===== src/common/pci_pkg.sv =====
// package: register map, field layout and carriers of the pin change block
package pci_pkg;

    // pin lines and groups
    localparam int unsigned PCI_PINS      = 24;
    localparam int unsigned PCI_GROUPS    = 3;
    localparam int unsigned PCI_DATA_W    = 8;
    localparam int unsigned PCI_ADDR_W    = 8;

    // pin line spans of each group
    localparam int unsigned PCI_G0_LO     = 0;
    localparam int unsigned PCI_G0_HI     = 7;
    localparam int unsigned PCI_G1_LO     = 8;
    localparam int unsigned PCI_G1_HI     = 14;
    localparam int unsigned PCI_G2_LO     = 16;
    localparam int unsigned PCI_G2_HI     = 23;

    // register offsets
    localparam logic [7:0] PCI_ADDR_GROUP_ENABLE = 8'h68;
    localparam logic [7:0] PCI_ADDR_MASK_GROUP0  = 8'h6B;
    localparam logic [7:0] PCI_ADDR_MASK_GROUP1  = 8'h6C;
    localparam logic [7:0] PCI_ADDR_MASK_GROUP2  = 8'h6D;
    localparam logic [7:0] PCI_ADDR_GROUP_FLAGS  = 8'h6E;

    // writable bits of each register; the rest read zero
    localparam logic [7:0] PCI_ENABLE_BITS = 8'h07;
    localparam logic [7:0] PCI_FLAG_BITS   = 8'h07;
    localparam logic [7:0] PCI_MASK0_BITS  = 8'hFF;
    localparam logic [7:0] PCI_MASK1_BITS  = 8'h7F;
    localparam logic [7:0] PCI_MASK2_BITS  = 8'hFF;

    // reset values
    localparam logic [7:0] PCI_RESET_BYTE  = 8'h00;
    localparam logic [2:0] PCI_RESET_GRP   = 3'h0;
    localparam logic [23:0] PCI_RESET_PINS = 24'h000000;

    // flag and enable bit positions of each group
    localparam int unsigned PCI_BIT_GROUP0 = 0;
    localparam int unsigned PCI_BIT_GROUP1 = 1;
    localparam int unsigned PCI_BIT_GROUP2 = 2;

    // register bus request carrier
    typedef struct packed {
        logic [7:0] addr;
        logic [7:0] wdata;
        logic       wr;
        logic       rd;
    } pci_bus_req_t;

    // per-group request towards the core
    typedef struct packed {
        logic group2_vector;
        logic group1_vector;
        logic group0_vector;
    } pci_vec_req_t;

endpackage


===== src/logic/pci_ctrl.sv =====
// pin change interrupt controller: pin sync, change detect, flags, registers
//
// What this block does
// - group 2 pin change raises group 2 interrupt
// - group 1 pin change raises group 1 interrupt
// - group 0 pin change raises group 0 interrupt
// - each group requests its own vector
// - triggering change sets that group's flag bit
// - flag, enable and global enable request vector
// - vector entry clears the group's flag
// - writing one clears flag, zero keeps it
// - group 2 mask bits select pins 23..16
// - group 1 mask bits select pins 14..8
// - group 0 mask bits select pins 7..0
// - flag register bits 7..3 read zero
// - group enable register at 0x68, bits 2..0
`timescale 1ns/1ns

module pci_ctrl
    import pci_pkg::*;
(
    input  wire logic         clk,
    input  wire logic         arst_n,
    input  wire logic [23:0]  pin_in,
    input  wire logic         global_irq_enable,
    input  wire logic [2:0]   vector_taken,
    input  wire pci_bus_req_t bus_req,
    output logic [7:0]        bus_rdata,
    output pci_vec_req_t      vec_req,
    output logic              irq
);

    // pin synchronizer: three stages, a level is accepted once the
    // second and third stage agree
    logic [23:0] sync1_reg;
    logic [23:0] sync2_reg;
    logic [23:0] sync3_reg;
    logic [23:0] stable_reg;
    logic [23:0] sync1_next;
    logic [23:0] sync2_next;
    logic [23:0] sync3_next;
    logic [23:0] stable_next;
    logic [23:0] pin_change;

    always_comb begin
        sync1_next  = pin_in;
        sync2_next  = sync1_reg;
        sync3_next  = sync2_reg;
        stable_next = stable_reg;
        pin_change  = 24'h000000;
        for (int i = 0; i < PCI_PINS; i++) begin
            // a change is the accepted sample differing from the last one
            if (sync2_reg[i] == sync3_reg[i]) begin
                stable_next[i] = sync3_reg[i];
                pin_change[i]  = sync3_reg[i] ^ stable_reg[i];
            end
        end
    end

    always_ff @(posedge clk or negedge arst_n) begin
        if (!arst_n) begin
            sync1_reg  <= PCI_RESET_PINS;
            sync2_reg  <= PCI_RESET_PINS;
            sync3_reg  <= PCI_RESET_PINS;
            stable_reg <= PCI_RESET_PINS;
        end else begin
            sync1_reg  <= sync1_next;
            sync2_reg  <= sync2_next;
            sync3_reg  <= sync3_next;
            stable_reg <= stable_next;
        end
    end

    // registers
    logic [7:0] group_enable_reg;
    logic [7:0] group0_mask_reg;
    logic [7:0] group1_mask_reg;
    logic [7:0] group2_mask_reg;
    logic [7:0] group_flag_reg;
    logic [7:0] group_enable_next;
    logic [7:0] group0_mask_next;
    logic [7:0] group1_mask_next;
    logic [7:0] group2_mask_next;
    logic [7:0] group_flag_next;
    logic [7:0] bus_rdata_next;
    logic [2:0] grp_set;
    logic [2:0] grp_clear;
    logic [2:0] vec_next;
    logic       irq_next;

    // change on any selected pin of an enabled group
    always_comb begin
        grp_set = 3'h0;
        grp_set[PCI_BIT_GROUP2] = group_enable_reg[PCI_BIT_GROUP2] &
            (|(pin_change[PCI_G2_HI:PCI_G2_LO] &
               group2_mask_reg[7:0]));
        grp_set[PCI_BIT_GROUP1] = group_enable_reg[PCI_BIT_GROUP1] &
            (|(pin_change[PCI_G1_HI:PCI_G1_LO] &
               group1_mask_reg[6:0]));
        grp_set[PCI_BIT_GROUP0] = group_enable_reg[PCI_BIT_GROUP0] &
            (|(pin_change[PCI_G0_HI:PCI_G0_LO] &
               group0_mask_reg[7:0]));
    end

    always_comb begin
        group_enable_next = group_enable_reg;
        group0_mask_next  = group0_mask_reg;
        group1_mask_next  = group1_mask_reg;
        group2_mask_next  = group2_mask_reg;
        grp_clear         = vector_taken;
        bus_rdata_next    = PCI_RESET_BYTE;

        if (bus_req.wr) begin
            unique case (bus_req.addr)
                PCI_ADDR_GROUP_ENABLE: begin
                    group_enable_next = bus_req.wdata & PCI_ENABLE_BITS;
                end
                PCI_ADDR_MASK_GROUP0: begin
                    group0_mask_next = bus_req.wdata & PCI_MASK0_BITS;
                end
                PCI_ADDR_MASK_GROUP1: begin
                    group1_mask_next = bus_req.wdata & PCI_MASK1_BITS;
                end
                PCI_ADDR_MASK_GROUP2: begin
                    group2_mask_next = bus_req.wdata & PCI_MASK2_BITS;
                end
                PCI_ADDR_GROUP_FLAGS: begin
                    grp_clear = grp_clear | bus_req.wdata[2:0];
                end
                default: begin
                end
            endcase
        end

        if (bus_req.rd) begin
            unique case (bus_req.addr)
                PCI_ADDR_GROUP_ENABLE: bus_rdata_next = group_enable_reg;
                PCI_ADDR_MASK_GROUP0:  bus_rdata_next = group0_mask_reg;
                PCI_ADDR_MASK_GROUP1:  bus_rdata_next = group1_mask_reg;
                PCI_ADDR_MASK_GROUP2:  bus_rdata_next = group2_mask_reg;
                PCI_ADDR_GROUP_FLAGS:
                    bus_rdata_next = group_flag_reg & PCI_FLAG_BITS;
                default:               bus_rdata_next = PCI_RESET_BYTE;
            endcase
        end

        // a change arriving with a clear still leaves the flag set
        group_flag_next = {5'h00,
            grp_set | (group_flag_reg[2:0] & ~grp_clear)};

        // requests follow the flag just registered; a vector taken in
        // this cycle withdraws its request at once
        vec_next = group_flag_next[2:0] & group_enable_next[2:0] &
            {3{global_irq_enable}};
        irq_next = |vec_next;
    end

    always_ff @(posedge clk or negedge arst_n) begin
        if (!arst_n) begin
            group_enable_reg <= PCI_RESET_BYTE;
            group0_mask_reg  <= PCI_RESET_BYTE;
            group1_mask_reg  <= PCI_RESET_BYTE;
            group2_mask_reg  <= PCI_RESET_BYTE;
            group_flag_reg   <= PCI_RESET_BYTE;
            bus_rdata        <= PCI_RESET_BYTE;
            vec_req          <= PCI_RESET_GRP;
            irq              <= 1'b0;
        end else begin
            group_enable_reg <= group_enable_next;
            group0_mask_reg  <= group0_mask_next;
            group1_mask_reg  <= group1_mask_next;
            group2_mask_reg  <= group2_mask_next;
            group_flag_reg   <= group_flag_next;
            bus_rdata        <= bus_rdata_next;
            vec_req          <= vec_next;
            irq              <= irq_next;
        end
    end

endmodule


===== config.mk =====
export PLATFORM = sky130hd
export DESIGN_NAME = pci_ctrl
export DESIGN_NICKNAME = d
export VERILOG_FILES = /design/src/common/pci_pkg.sv /design/src/logic/pci_ctrl.sv
export SDC_FILE = /design/constraint.sdc
export NUM_CORES = 1
export LEC_CHECK = 0
export ABC_AREA = 0
export BUFFER_PORTS_ARGS = -buffer_cell sky130_fd_sc_hd__clkbuf_2
export CORE_MARGIN = 4
export CORE_UTILIZATION = 35
export CTS_CLUSTER_SIZE = 40
export DETAILED_ROUTE_END_ITERATION = 8
export PLACE_DENSITY = 0.52
export SETUP_SLACK_MARGIN = 0.4
export SLEW_MARGIN = 5
export SYNTH_ARGS = -nofsm -noshare
export SYNTH_HDL_FRONTEND = slang
export SYNTH_SLANG_ARGS = --single-unit

===== constraint.sdc =====
create_clock -name clk -period 1.97 [get_ports clk]
set_clock_uncertainty 0.15 [all_clocks]
set_input_delay 0.197 -clock clk [delete_from_list [all_inputs] [get_ports clk]]
set_output_delay 0.197 -clock clk [all_outputs]
set_load 0.005 [all_outputs]

==> impl_metrics.csv, run 1 <==
group,metric,value,unit
run_status,status,"finished, final reports clean",
power_and_ir_drop,seqPwrFrac,48.5,%
timing,max_freq,508,MHz
power_and_ir_drop,intPower,4.85,mW
timing,hold_viol,0,
synthesis,syn_nets,369,
synthesis,synth_xor_area_share,0,%
drt,wl_per_cell,15.5,µm
power_and_ir_drop,p_per_area,937,mW/mm²
clock_tree,cts_sinks,133,
layout,nets,512,
clock_tree,cts-htree-levels,4,
drt,num_vias,3067,
synthesis,synth_compound_area_share,6.98,%
floorplanning,die_x,125,µm
hold_path,worst_hold_startpoint,"bus_req[1]",
placement,placedCellCount,577,
floorplanning,start_util,36.0,%
drt,drc,0,
placement,dp_slack,-0.0940,ns
critical_path,cp_max_fo,3,
placement,place_congestion,0.828,
placement,placed_area,0.00559,mm²
critical_path,required,2.11,ns
layout,area_delta_synth_final,37.5,%
power_and_ir_drop,total_power,6.16,mW
global_route,grt_start_max_net_pins,41,
timing,rsz0062_at_grt,"true",
critical_path,crit_path_end_kind,"flop",
clock_tree,clk_pin_slew,0.05,ns
timing,worst_pin_slew,0.546,ns
hold_path,min_path_type,"input port to flop",
synthesis,yosys.area_share.simple,12.3,%
power_and_ir_drop,irDropWorstVdd,0.000521,V
synthesis,avgSynthCellArea,14.9,µm²
critical_path,critPathTopFamily,"simple AND/OR/NAND/NOR gates",
critical_path,critPathKind,"flop to flop",
drt,ant_nets,0,
flow_run,maxCapViolations,0,
clock_tree,insertion_delay,0.41,ns
synthesis,synth_top_family_by_area,"simple AND/OR/NAND/NOR gates",
synthesis,synth_adder_area_share,4.81,%
layout,fin_cells,651,
timing,relSlewSlack,63.1,%
timing,fin_crit_sh,99.9,%
clock_tree,numCtsBuffers,17,
placement,place_hpwl,6970,µm
critical_path,cp.arrival,2.11,ns
timing,slew_viol_final,0,
global_route,grt_pass1_vias,3326,
clock_tree,clock_path_buffers,2,
critical_path,crit_start,"group1_mask_reg[6]",
power_and_ir_drop,p_sw,1.31,mW
synthesis,syn_inst,321,
timing,setup_viol,0,
layout,finalInstanceArea,0.00658,mm²
critical_path,worstSetupStartpointType,"flop",
critical_path,cp_num_buf_inv,0,
critical_path,slowest_stage,"dfrtp_1",
drt,first_pass_iters,4,
critical_path,slowest_delay,0.38,ns
timing,finalWorstSetupSlack,0.00256,ns
drt,drtIter0Drc,174,
clock_tree,clock-root-buffer,"clkbuf_16",
global_route,grtUsageTotal,14.1,%
power_and_ir_drop,power_frac_comb,6.3,%
synthesis,synthMuxAreaShare,6.12,%
power_and_ir_drop,pwr-share-clk,45.2,%
layout,drive_above_1_share,33.5,%
drt,via_per_inst,4.71,
global_route,antenna_found_initial,0,
drt,wirelength,10100,µm
synthesis,synth_edf_count,0,
synthesis,ys_warn_count,0,
floorplanning,core_area,0.0133,mm²
critical_path,reg2reg_setup_slack,0.003,ns
placement,place.port_buffers,58,
global_route,grt-ovfl-total,0,
synthesis,yosysSeqAreaShare,69.5,%
timing,layout_min_cycle_time,1.97,ns
floorplanning,die_h,125,µm
synthesis,ys_ff_latch,133,
layout,fin_util,49.5,%
synthesis,ys_types,41,
global_route,grt_pass1_wl,17100,µm
floorplanning,io_pins,60,
synthesis,synth_flop_cell,"dfrtp_1",
floorplanning,rows,42,
layout,n_antenna_cell,0,
synthesis,netlist_area,0.00479,mm²
clock_tree,cts_tree,"built",
critical_path,path_cells,"and4b_2 > nor4_4 > nand4_1 > o31ai_2 > a21oi_2 > a311o_1",
power_and_ir_drop,leakage,3.05,nW
power_and_ir_drop,p_sw_share,21.3,%
floorplanning,die-area,0.0156,mm²
synthesis,synthArstFlopShare,100,%
critical_path,rr_startpoint,"group1_mask_reg[6]",
[metal layers]
layer	up-vias	global-route usage (%)	part of all wire (%)	wire length [µm]
met5	-	0	0	0
met1	1519	18.4	46	4680
met3	10	5.25	5.5	549
li1	1480	-	-	-
met4	0	5.74	1.4	142
met2	58	21.4	47	4700
[power by group through the flow]
stage | sequential (mW) | clock, mW | combinational [mW]
3_5_place_dp | 3.03 | 0 | 0.323
6_report | 2.99 | 2.78 | 0.389
5_1_grt | 3.01 | 2.99 | 0.436
2_1_floorplan | 3.00 | 0 | 0.146
3_3_place_gp | 3.02 | 0 | 0.317
4_1_cts | 2.99 | 2.87 | 0.394
[cell usage after synthesis, types with 2 or more instances]
master,instances,share of area [%]
nand4b_1,2,0.37
nand2b_1,13,1.7
buf_2,2,0.21
o31ai_1,2,0.31
nand2_2,2,0.26
a22o_1,4,0.73
a31oi_1,4,0.52
nand3b_1,4,0.63
a222oi_1,4,0.84
mux2_2,9,2.1
a22oi_1,8,1.3
nor2_1,5,0.39
o21ai_0,8,0.84
mux2_1,17,4.0
and3b_1,8,1.5
nand2_1,20,1.6
nand4_1,4,0.52
nor2_2,2,0.26
and2_1,2,0.26
o22ai_1,11,1.4
nor3b_1,8,1.3
nor2b_1,2,0.26
maj3_1,23,4.8
and4b_1,2,0.42
nor4bb_1,2,0.42
dfrtp_1,133,70
nand3_1,6,0.63
[stage by stage]
stage	hold WS, ns	setup TNS, ns
floorplan	-0.249	0
global placement	-0.0263	-0.0694
detailed placement	-0.0218	-0.0940
CTS	0.0692	-0.0267
global route	0.0951	-0.103
finish	0.0879	0
[final cells by class]
type / instances / area, µm²
clock buffer: 24 / 462
clock inverter: 6 / 55.1
fill: 1164 / 6720
multi-input combinational: 185 / 1580
timing repair buffer: 127 / 936
tap: 176 / 220
sequential: 133 / 3330
[worst paths after layout]
check                                      end  depth (start not counted)
max in group asynchronous         sync3_reg[0]                          3
setup / recovery                           irq                          6
hold reg to reg                  sync2_reg[14]                          0
hold / removal             group_enable_reg[1]                          3
min in group asynchronous       stable_reg[22]                          2
setup reg to reg                           irq                          6
[logic make-up (layout without fill, tap and decap cells)]
kind of cell             Yosys count  count (layout)
AND/OR/NAND/NOR                   90              90
adder cells (fa/ha/maj)           23              23
flip-flops                       133             133
AO/OA/AOI/OAI                     46              46
buffers and inverters              3             157
multiplexers                      26              26
[worst register-to-register path, stage by stage, from the launching register on]
cell     delay, ns
dfrtp_1       0.38
and4b_2       0.26
nor4_4        0.23
nand4_1       0.18
o31ai_2       0.27
a21oi_2       0.10
a311o_1       0.28
[repair_timing]
| action | in CTS | in global routing |
|---|---|---|
| gates resized for setup | 10 | 6 |
| setup endpoints to repair | 7 | 8 |
| pin swaps | 13 | 8 |
| endpoints found under the hold margin | 190 | 0 |
| setup buffers | 7 | 0 |
| hold buffers | 37 | 0 |
[placed cells by master (no fill, tap or decap), types with 2 or more instances in the layout]
cell type      instances
dfrtp_1              133
clkbuf_2              57
dlygate4sd3_1         37
buf_4                 29
maj3_1                23
nand2_1               18
clkbuf_16             17
mux2_4                16
nand2b_1              13
o22ai_1               11
mux2_2                 9
and3b_1                8
a22oi_1                7
nor3b_1                7
nand3_1                6
clkbuf_1               6
nor2_1                 5
clkinv_2               5
nand3b_1               4
a222oi_1               4
a31oi_1                4
nand4_1                4
a22o_1                 4
o21ai_1                3
o21ai_2                3
nand2_4                3
and2_1                 2
and4b_1                2
nor2_4                 2
nor2b_1                2
o21ai_0                2
nor4bb_1               2
nand4b_1               2
buf_6                  2
buf_12                 2
(Power assumes the default switching activity.)
==> run 2, diff against run 1 <==
--- a/config.mk
+++ b/config.mk
@@ -7,8 +7,8 @@
 export LEC_CHECK = 0
 export ABC_AREA = 0
 export BUFFER_PORTS_ARGS = -buffer_cell sky130_fd_sc_hd__clkbuf_2
-export CORE_MARGIN = 4
 export CORE_UTILIZATION = 35
+export CTS_BUF_LIST = sky130_fd_sc_hd__clkbuf_16
 export CTS_CLUSTER_SIZE = 40
 export DETAILED_ROUTE_END_ITERATION = 8
 export PLACE_DENSITY = 0.52
==> impl_metrics.csv, run 2 (synthesis gave the netlist of run 1 again) <==
group,metric,value,unit
run_status,violations,"setup timing",
global_route,antenna_found_initial,0,
layout,layout_common_cells,"dfrtp_1 (133), clkbuf_2 (57), dlygate4sd3_1 (37)",
layout,drive_above_1_share,32.1,%
global_route,grt-ovfl-total,0,
critical_path,cp_max_fo,4,
hold_path,min_path_type,"input port to flop",
floorplanning,start_util,36.0,%
timing,rsz0062_at_grt,"true",
clock_tree,numCtsBuffers,17,
layout,final_common_cell,"dfrtp_1",
timing,fin_crit_sh,101,%
layout,fin_util,49.5,%
drt,first_pass_iters,4,
layout,n_antenna_cell,0,
floorplanning,die-area,0.0141,mm²
clock_tree,cts-htree-levels,4,
clock_tree,clk_pin_slew,0.06,ns
drt,wirelength,9730,µm
drt,num_vias,3061,
layout,nFillCells,1196,
drt,ant_nets,0,
timing,slew_viol_final,0,
layout,finalInstanceArea,0.00658,mm²
drt,drc,0,
timing,finalWorstSetupSlack,-0.0118,ns
critical_path,critPathKind,"flop to flop",
timing,setup_viol,1,
power_and_ir_drop,leakage,3.06,nW
flow_run,maxCapViolations,0,
floorplanning,rows,42,
placement,place_congestion,0.779,
power_and_ir_drop,irDropWorstVdd,0.000730,V
critical_path,crit_path_end_kind,"flop",
clock_tree,cts_sinks,133,
clock_tree,cts_tree,"built",
global_route,grtUsageTotal,15.8,%
critical_path,required,2.11,ns
run_status,status,"finished with violations",
placement,place_hpwl,6760,µm
drt,via_per_inst,4.73,
global_route,grt_pass1_wl,16600,µm
timing,whs,0.0768,ns
power_and_ir_drop,total_power,6.54,mW
timing,relSlewSlack,70.9,%
floorplanning,core_area,0.0133,mm²
floorplanning,io_pins,60,
timing,hold_viol,0,
floorplanning,die_h,119,µm
placement,place.port_buffers,58,
critical_path,worstSetupStartpointType,"flop",
global_route,grt_start_max_net_pins,47,
clock_tree,insertion_delay,0.41,ns
layout,nets,507,
timing,layout_min_cycle_time,1.98,ns
layout,area_delta_synth_final,37.5,%
clock_tree,clock_path_buffers,2,
power_and_ir_drop,p_per_area,995,mW/mm²
drt,drtIter0Drc,201,
clock_tree,clock-root-buffer,"clkbuf_16",
placement,placed_area,0.00558,mm²
timing,worst_pin_slew,0.436,ns
global_route,grt_pass1_vias,3165,
timing,max_freq,505,MHz
drt,wl_per_cell,15.0,µm
floorplanning,die_x,119,µm
critical_path,cp.arrival,2.12,ns
==> run 2: per-stage QoR <==
stage,cells,TNS (ns),worst slack [ns]
finish,647,-0.0118,-0.0118
global route,647,-0.113,-0.113
CTS,645,-0.0508,-0.0508
detailed placement,576,-0.115,-0.115
global placement,576,-0.0563,-0.0563
floorplan,321,0,0.134
==> run 2: final cells by class <==
type,count,area [µm²],area share (%)
Multi-Input combinational cell,185,1540,23.4
Clock buffer,17,425,6.47
Clock inverter,14,169,2.57
Timing Repair Buffer,122,895,13.6
Sequential cell,133,3330,50.6
Tap cell,176,220,3.35
==> run 2: final timing paths <==
path	slack [ns]	cells past startpoint	start	end
max reg2reg	-0.01	6	sync2_reg[14]	irq
max	-0.01	6	sync2_reg[14]	irq
max in group asynchronous	0.94	3	arst_n	sync1_reg[13]
min in group asynchronous	0.12	2	arst_n	sync2_reg[3]
min	0.08	3	bus_req[1]	group_enable_reg[1]
min reg2reg	0.19	0	sync1_reg[10]	sync2_reg[10]
==> run 2: power by group <==
part / internal (mW) / total [mW] / switching (mW)
combinational: 0.222 / 0.378 / 0.157
sequential: 2.88 / 2.99 / 0.106
clock: 2.08 / 3.18 / 1.10
==> run 2: routing by layer <==
| layer | vias to the layer above | global-route usage [%] | wire, µm |
|---|---|---|---|
| met1 | 1527 | 21.2 | 4660 |
| met3 | 8 | 6.42 | 526 |
| met2 | 52 | 23.1 | 4410 |
| li1 | 1474 | - | - |
| met4 | 0 | 5.70 | 127 |
| met5 | - | 0 | 0 |
==> run 2: timing repair <==
| action | 4_1_cts | 5_1_grt |
|---|---|---|
| hold endpoints to repair | 190 | 0 |
| buffers inserted | 1 | 2 |
| pin swaps | 6 | 7 |
| resized for setup | 7 | 0 |
| endpoints found under the setup margin | 7 | 7 |
| hold buffers | 37 | 0 |
==> run 2: worst max-delay path, stage by stage (launching register included) <==
cell	delay, ns
dfrtp_1	0.40
and4b_2	0.25
nor4_2	0.25
nand4_1	0.16
o31ai_2	0.27
a21oi_2	0.10
a311o_1	0.28
==> run 3, diff against run 2 <==
--- a/config.mk
+++ b/config.mk
@@ -5,13 +5,13 @@
 export SDC_FILE = /design/constraint.sdc
 export NUM_CORES = 1
 export LEC_CHECK = 0
-export ABC_AREA = 0
+export ABC_AREA = 1
 export BUFFER_PORTS_ARGS = -buffer_cell sky130_fd_sc_hd__clkbuf_2
 export CORE_UTILIZATION = 35
 export CTS_BUF_LIST = sky130_fd_sc_hd__clkbuf_16
 export CTS_CLUSTER_SIZE = 40
 export DETAILED_ROUTE_END_ITERATION = 8
-export PLACE_DENSITY = 0.52
+export PLACE_DENSITY = 0.51
 export SETUP_SLACK_MARGIN = 0.4
 export SLEW_MARGIN = 5
 export SYNTH_ARGS = -nofsm -noshare
==> impl_metrics.csv, run 3 <==
group,metric,value,unit
hold_path,min_path_type,"input port to flop",
power_and_ir_drop,power_frac_comb,6.4,%
drt,via_per_inst,4.40,
timing,layout_min_cycle_time,1.50,ns
clock_tree,clock_path_buffers,2,
power_and_ir_drop,seqPwrFrac,44.0,%
floorplanning,core_area,0.0141,mm²
synthesis,ys_top_cells_by_area,"dfrtp_1 (65%), nand2_1 (9.8%), inv_1 (6.4%), nor2_1 (5.9%), a21oi_1 (3.2%)",
synthesis,ys_types,23,
timing,fin_crit_sh,76.1,%
synthesis,synthArstFlopShare,100,%
run_status,status,"finished, final reports clean",
drt,drc,0,
timing,relSlewSlack,67.3,%
placement,placedCellCount,789,
power_and_ir_drop,p_sw_share,21.9,%
critical_path,required,2.12,ns
global_route,grt_pass1_vias,3737,
global_route,grtUsageTotal,15.6,%
power_and_ir_drop,total_power,6.79,mW
critical_path,r2r_cells,9,
layout,area_delta_synth_final,31.6,%
drt,wirelength,10400,µm
layout,nets,718,
global_route,grtUsageMet1,19.7,%
critical_path,rr_startpoint,"sync3_reg[1]",
power_and_ir_drop,p_per_area,1010,mW/mm²
critical_path,cp_num_buf_inv,0,
timing,fin_tns_setup,0,ns
critical_path,worstSetupStartpointType,"flop",
clock_tree,clk_pin_slew,0.06,ns
placement,dp_slack,0.172,ns
synthesis,yosysTopAreaCell,"dfrtp_1",
layout,n_antenna_cell,0,
timing,whs,0.0754,ns
layout,final_common_cell,"dfrtp_1",
global_route,antenna_found_initial,0,
drt,wl_per_cell,12.1,µm
critical_path,cp_max_fo,3,
timing,slew_viol_final,0,
synthesis,syn_inst,552,
drt,ant_nets,0,
synthesis,synth_edf_count,0,
hold_path,hold_path_depth,3,
critical_path,slowest_delay,0.39,ns
critical_path,r2r-end,"irq",
placement,place.port_buffers,58,
floorplanning,die_h,123,µm
timing,finalWorstSetupSlack,0.471,ns
timing,max_freq,667,MHz
clock_tree,cts_tree,"built",
global_route,grt_pass1_wl,17500,µm
global_route,grtUsageMet3,4.75,%
layout,drive_above_1_share,18.0,%
timing,hold_viol,0,
floorplanning,io_pins,60,
drt,num_vias,3793,
global_route,grt_start_max_net_pins,48,
placement,placed_area,0.00566,mm²
critical_path,crit_path_end_kind,"flop",
drt,first_pass_iters,4,
power_and_ir_drop,leakage,3.48,nW
clock_tree,cts_sinks,133,
layout,multi_input_area,0.00143,mm²
global_route,grt.busiest_layer,"met2",
critical_path,path_cells,"or2_2 > nand4_1 > nand2_1 > nor2_1 > nand2_1 > nand2_1 > nand2_2 > nand2_2 > nand3_2",
power_and_ir_drop,pwr-share-clk,49.7,%
layout,finalInstanceArea,0.00673,mm²
global_route,grt-ovfl-total,0,
placement,place_congestion,0.777,
drt,drtIter0Drc,284,
synthesis,yosysSeqAreaShare,65.1,%
critical_path,reg2reg_setup_slack,0.47,ns
power_and_ir_drop,irDropWorstVdd,0.000614,V
power_and_ir_drop,intPower,5.30,mW
clock_tree,insertion_delay,0.41,ns
global_route,grtUsageMet2,24.8,%
critical_path,cp.arrival,1.65,ns
placement,place_hpwl,7510,µm
clock_tree,clock-root-buffer,"clkbuf_16",
synthesis,synth_top_area_share,65.1,%
layout,register_area,0.00333,mm²
layout,layout_common_cells,"dfrtp_1 (133), nand2_1 (127), inv_1 (86)",
critical_path,critPathKind,"flop to flop",
layout,fin_util,47.8,%
synthesis,synth_flop_cell,"dfrtp_1",
layout,fin_cells,863,
synthesis,syn_nets,600,
synthesis,netlist_area,0.00512,mm²
timing,setup_viol,0,
synthesis,ys_ff_latch,133,
critical_path,critPathTopFamily,"simple AND/OR/NAND/NOR gates",
flow_run,maxCapViolations,0,
timing,worst_pin_slew,0.488,ns
timing,rsz0062_at_grt,"true",
floorplanning,die_x,123,µm
synthesis,ys_warn_count,0,
floorplanning,die-area,0.0151,mm²
power_and_ir_drop,p_sw,1.48,mW
floorplanning,start_util,36.3,%
clock_tree,numCtsBuffers,17,
critical_path,slowest_stage,"dfrtp_1",
floorplanning,rows,43,
layout,nFillCells,1322,
synthesis,synth_common_cells,"dfrtp_1 (133), nand2_1 (133), inv_1 (87)",
synthesis,avgSynthCellArea,9.27,µm²
critical_path,cp_common_cell,"nand2_1",
hold_path,hold_end,"group_enable_reg[0]",
hold_path,worst_hold_startpoint,"bus_req[1]",
clock_tree,cts-htree-levels,4,
-- run 3: cell count changes after synthesis, moves of 7 or more --
cell / previous run / this run
nand2_1: 20 / 133
inv_1: 0 / 87
a21oi_1: 0 / 33
maj3_1: 23 / 2
inv_2: 0 / 7
nand2b_1: 13 / 0
mux2_1: 17 / 0
a22oi_1: 8 / 0
o21ai_1: 0 / 27
nor2_1: 5 / 80
mux2_2: 9 / 0
and3b_1: 8 / 0
o22ai_1: 11 / 3
nor3b_1: 8 / 0
-- run 3: power groups by stage --
stage               Clock (mW)  Combinational, mW  Sequential (mW)
floorplan                    0              0.202             3.00
global placement             0              0.357             3.02
detailed placement           0              0.371             3.03
CTS                       3.45              0.431             2.98
global route              3.58              0.500             3.00
finish                    3.37              0.431             2.98
-- run 3: worst max path at each step --
stage | depth (start not counted) | to | from
after floorplan | 9 | group0_mask_reg[6] | bus_req[14]
after global placement | 9 | group1_mask_reg[6] | bus_req[14]
after detailed placement | 9 | group1_mask_reg[6] | bus_req[14]
after CTS | 10 | irq | sync2_reg[7]
after global routing | 11 | irq | sync3_reg[10]
final | 9 | irq | sync3_reg[1]
-- run 3: repair_timing --
| action | CTS | global route |
|---|---|---|
| hold buffers | 37 | 0 |
| gates resized for setup | 0 | 12 |
| endpoints found under the setup margin | 0 | 4 |
| hold endpoints to repair | 190 | 0 |
| buffers inserted | 0 | 5 |
-- run 3: cell type report --
class / count / area share (%)
sequential: 133 / 49.4
multi-input combinational: 320 / 21.3
clock buffer: 17 / 6.32
tap: 180 / 3.34
clock inverter: 15 / 3.14
inverter: 94 / 5.24
timing repair buffer: 104 / 11.3
-- run 3: kinds of logic (layout without fill, tap and decap cells) --
group           count (synthesis)  count (layout)  share of synthesized area [%]
simple gates                  247             247                           20.0
fa+ha+maj                       2               2                          0.391
compound gates                 71              71                           7.09
flops                         133             133                           65.1
buf+inv                        99             230                           7.51
-- run 3: routing by layer --
layer | wire length [µm] | up-vias
met5 | 0 | -
met4 | 167 | 0
met3 | 440 | 15
met2 | 5070 | 63
met1 | 4750 | 1778
li1 | - | 1937
-- run 3: worst reg2reg max path, cell delays in order, from the launching register on --
cell and delay [ns]:
dfrtp_1 0.39, or2_2 0.30, nand4_1 0.07, nand2_1 0.06, nor2_1 0.08, nand2_1 0.07, nand2_1 0.07, nand2_2 0.06
nand2_2 0.08, nand3_2 0.07
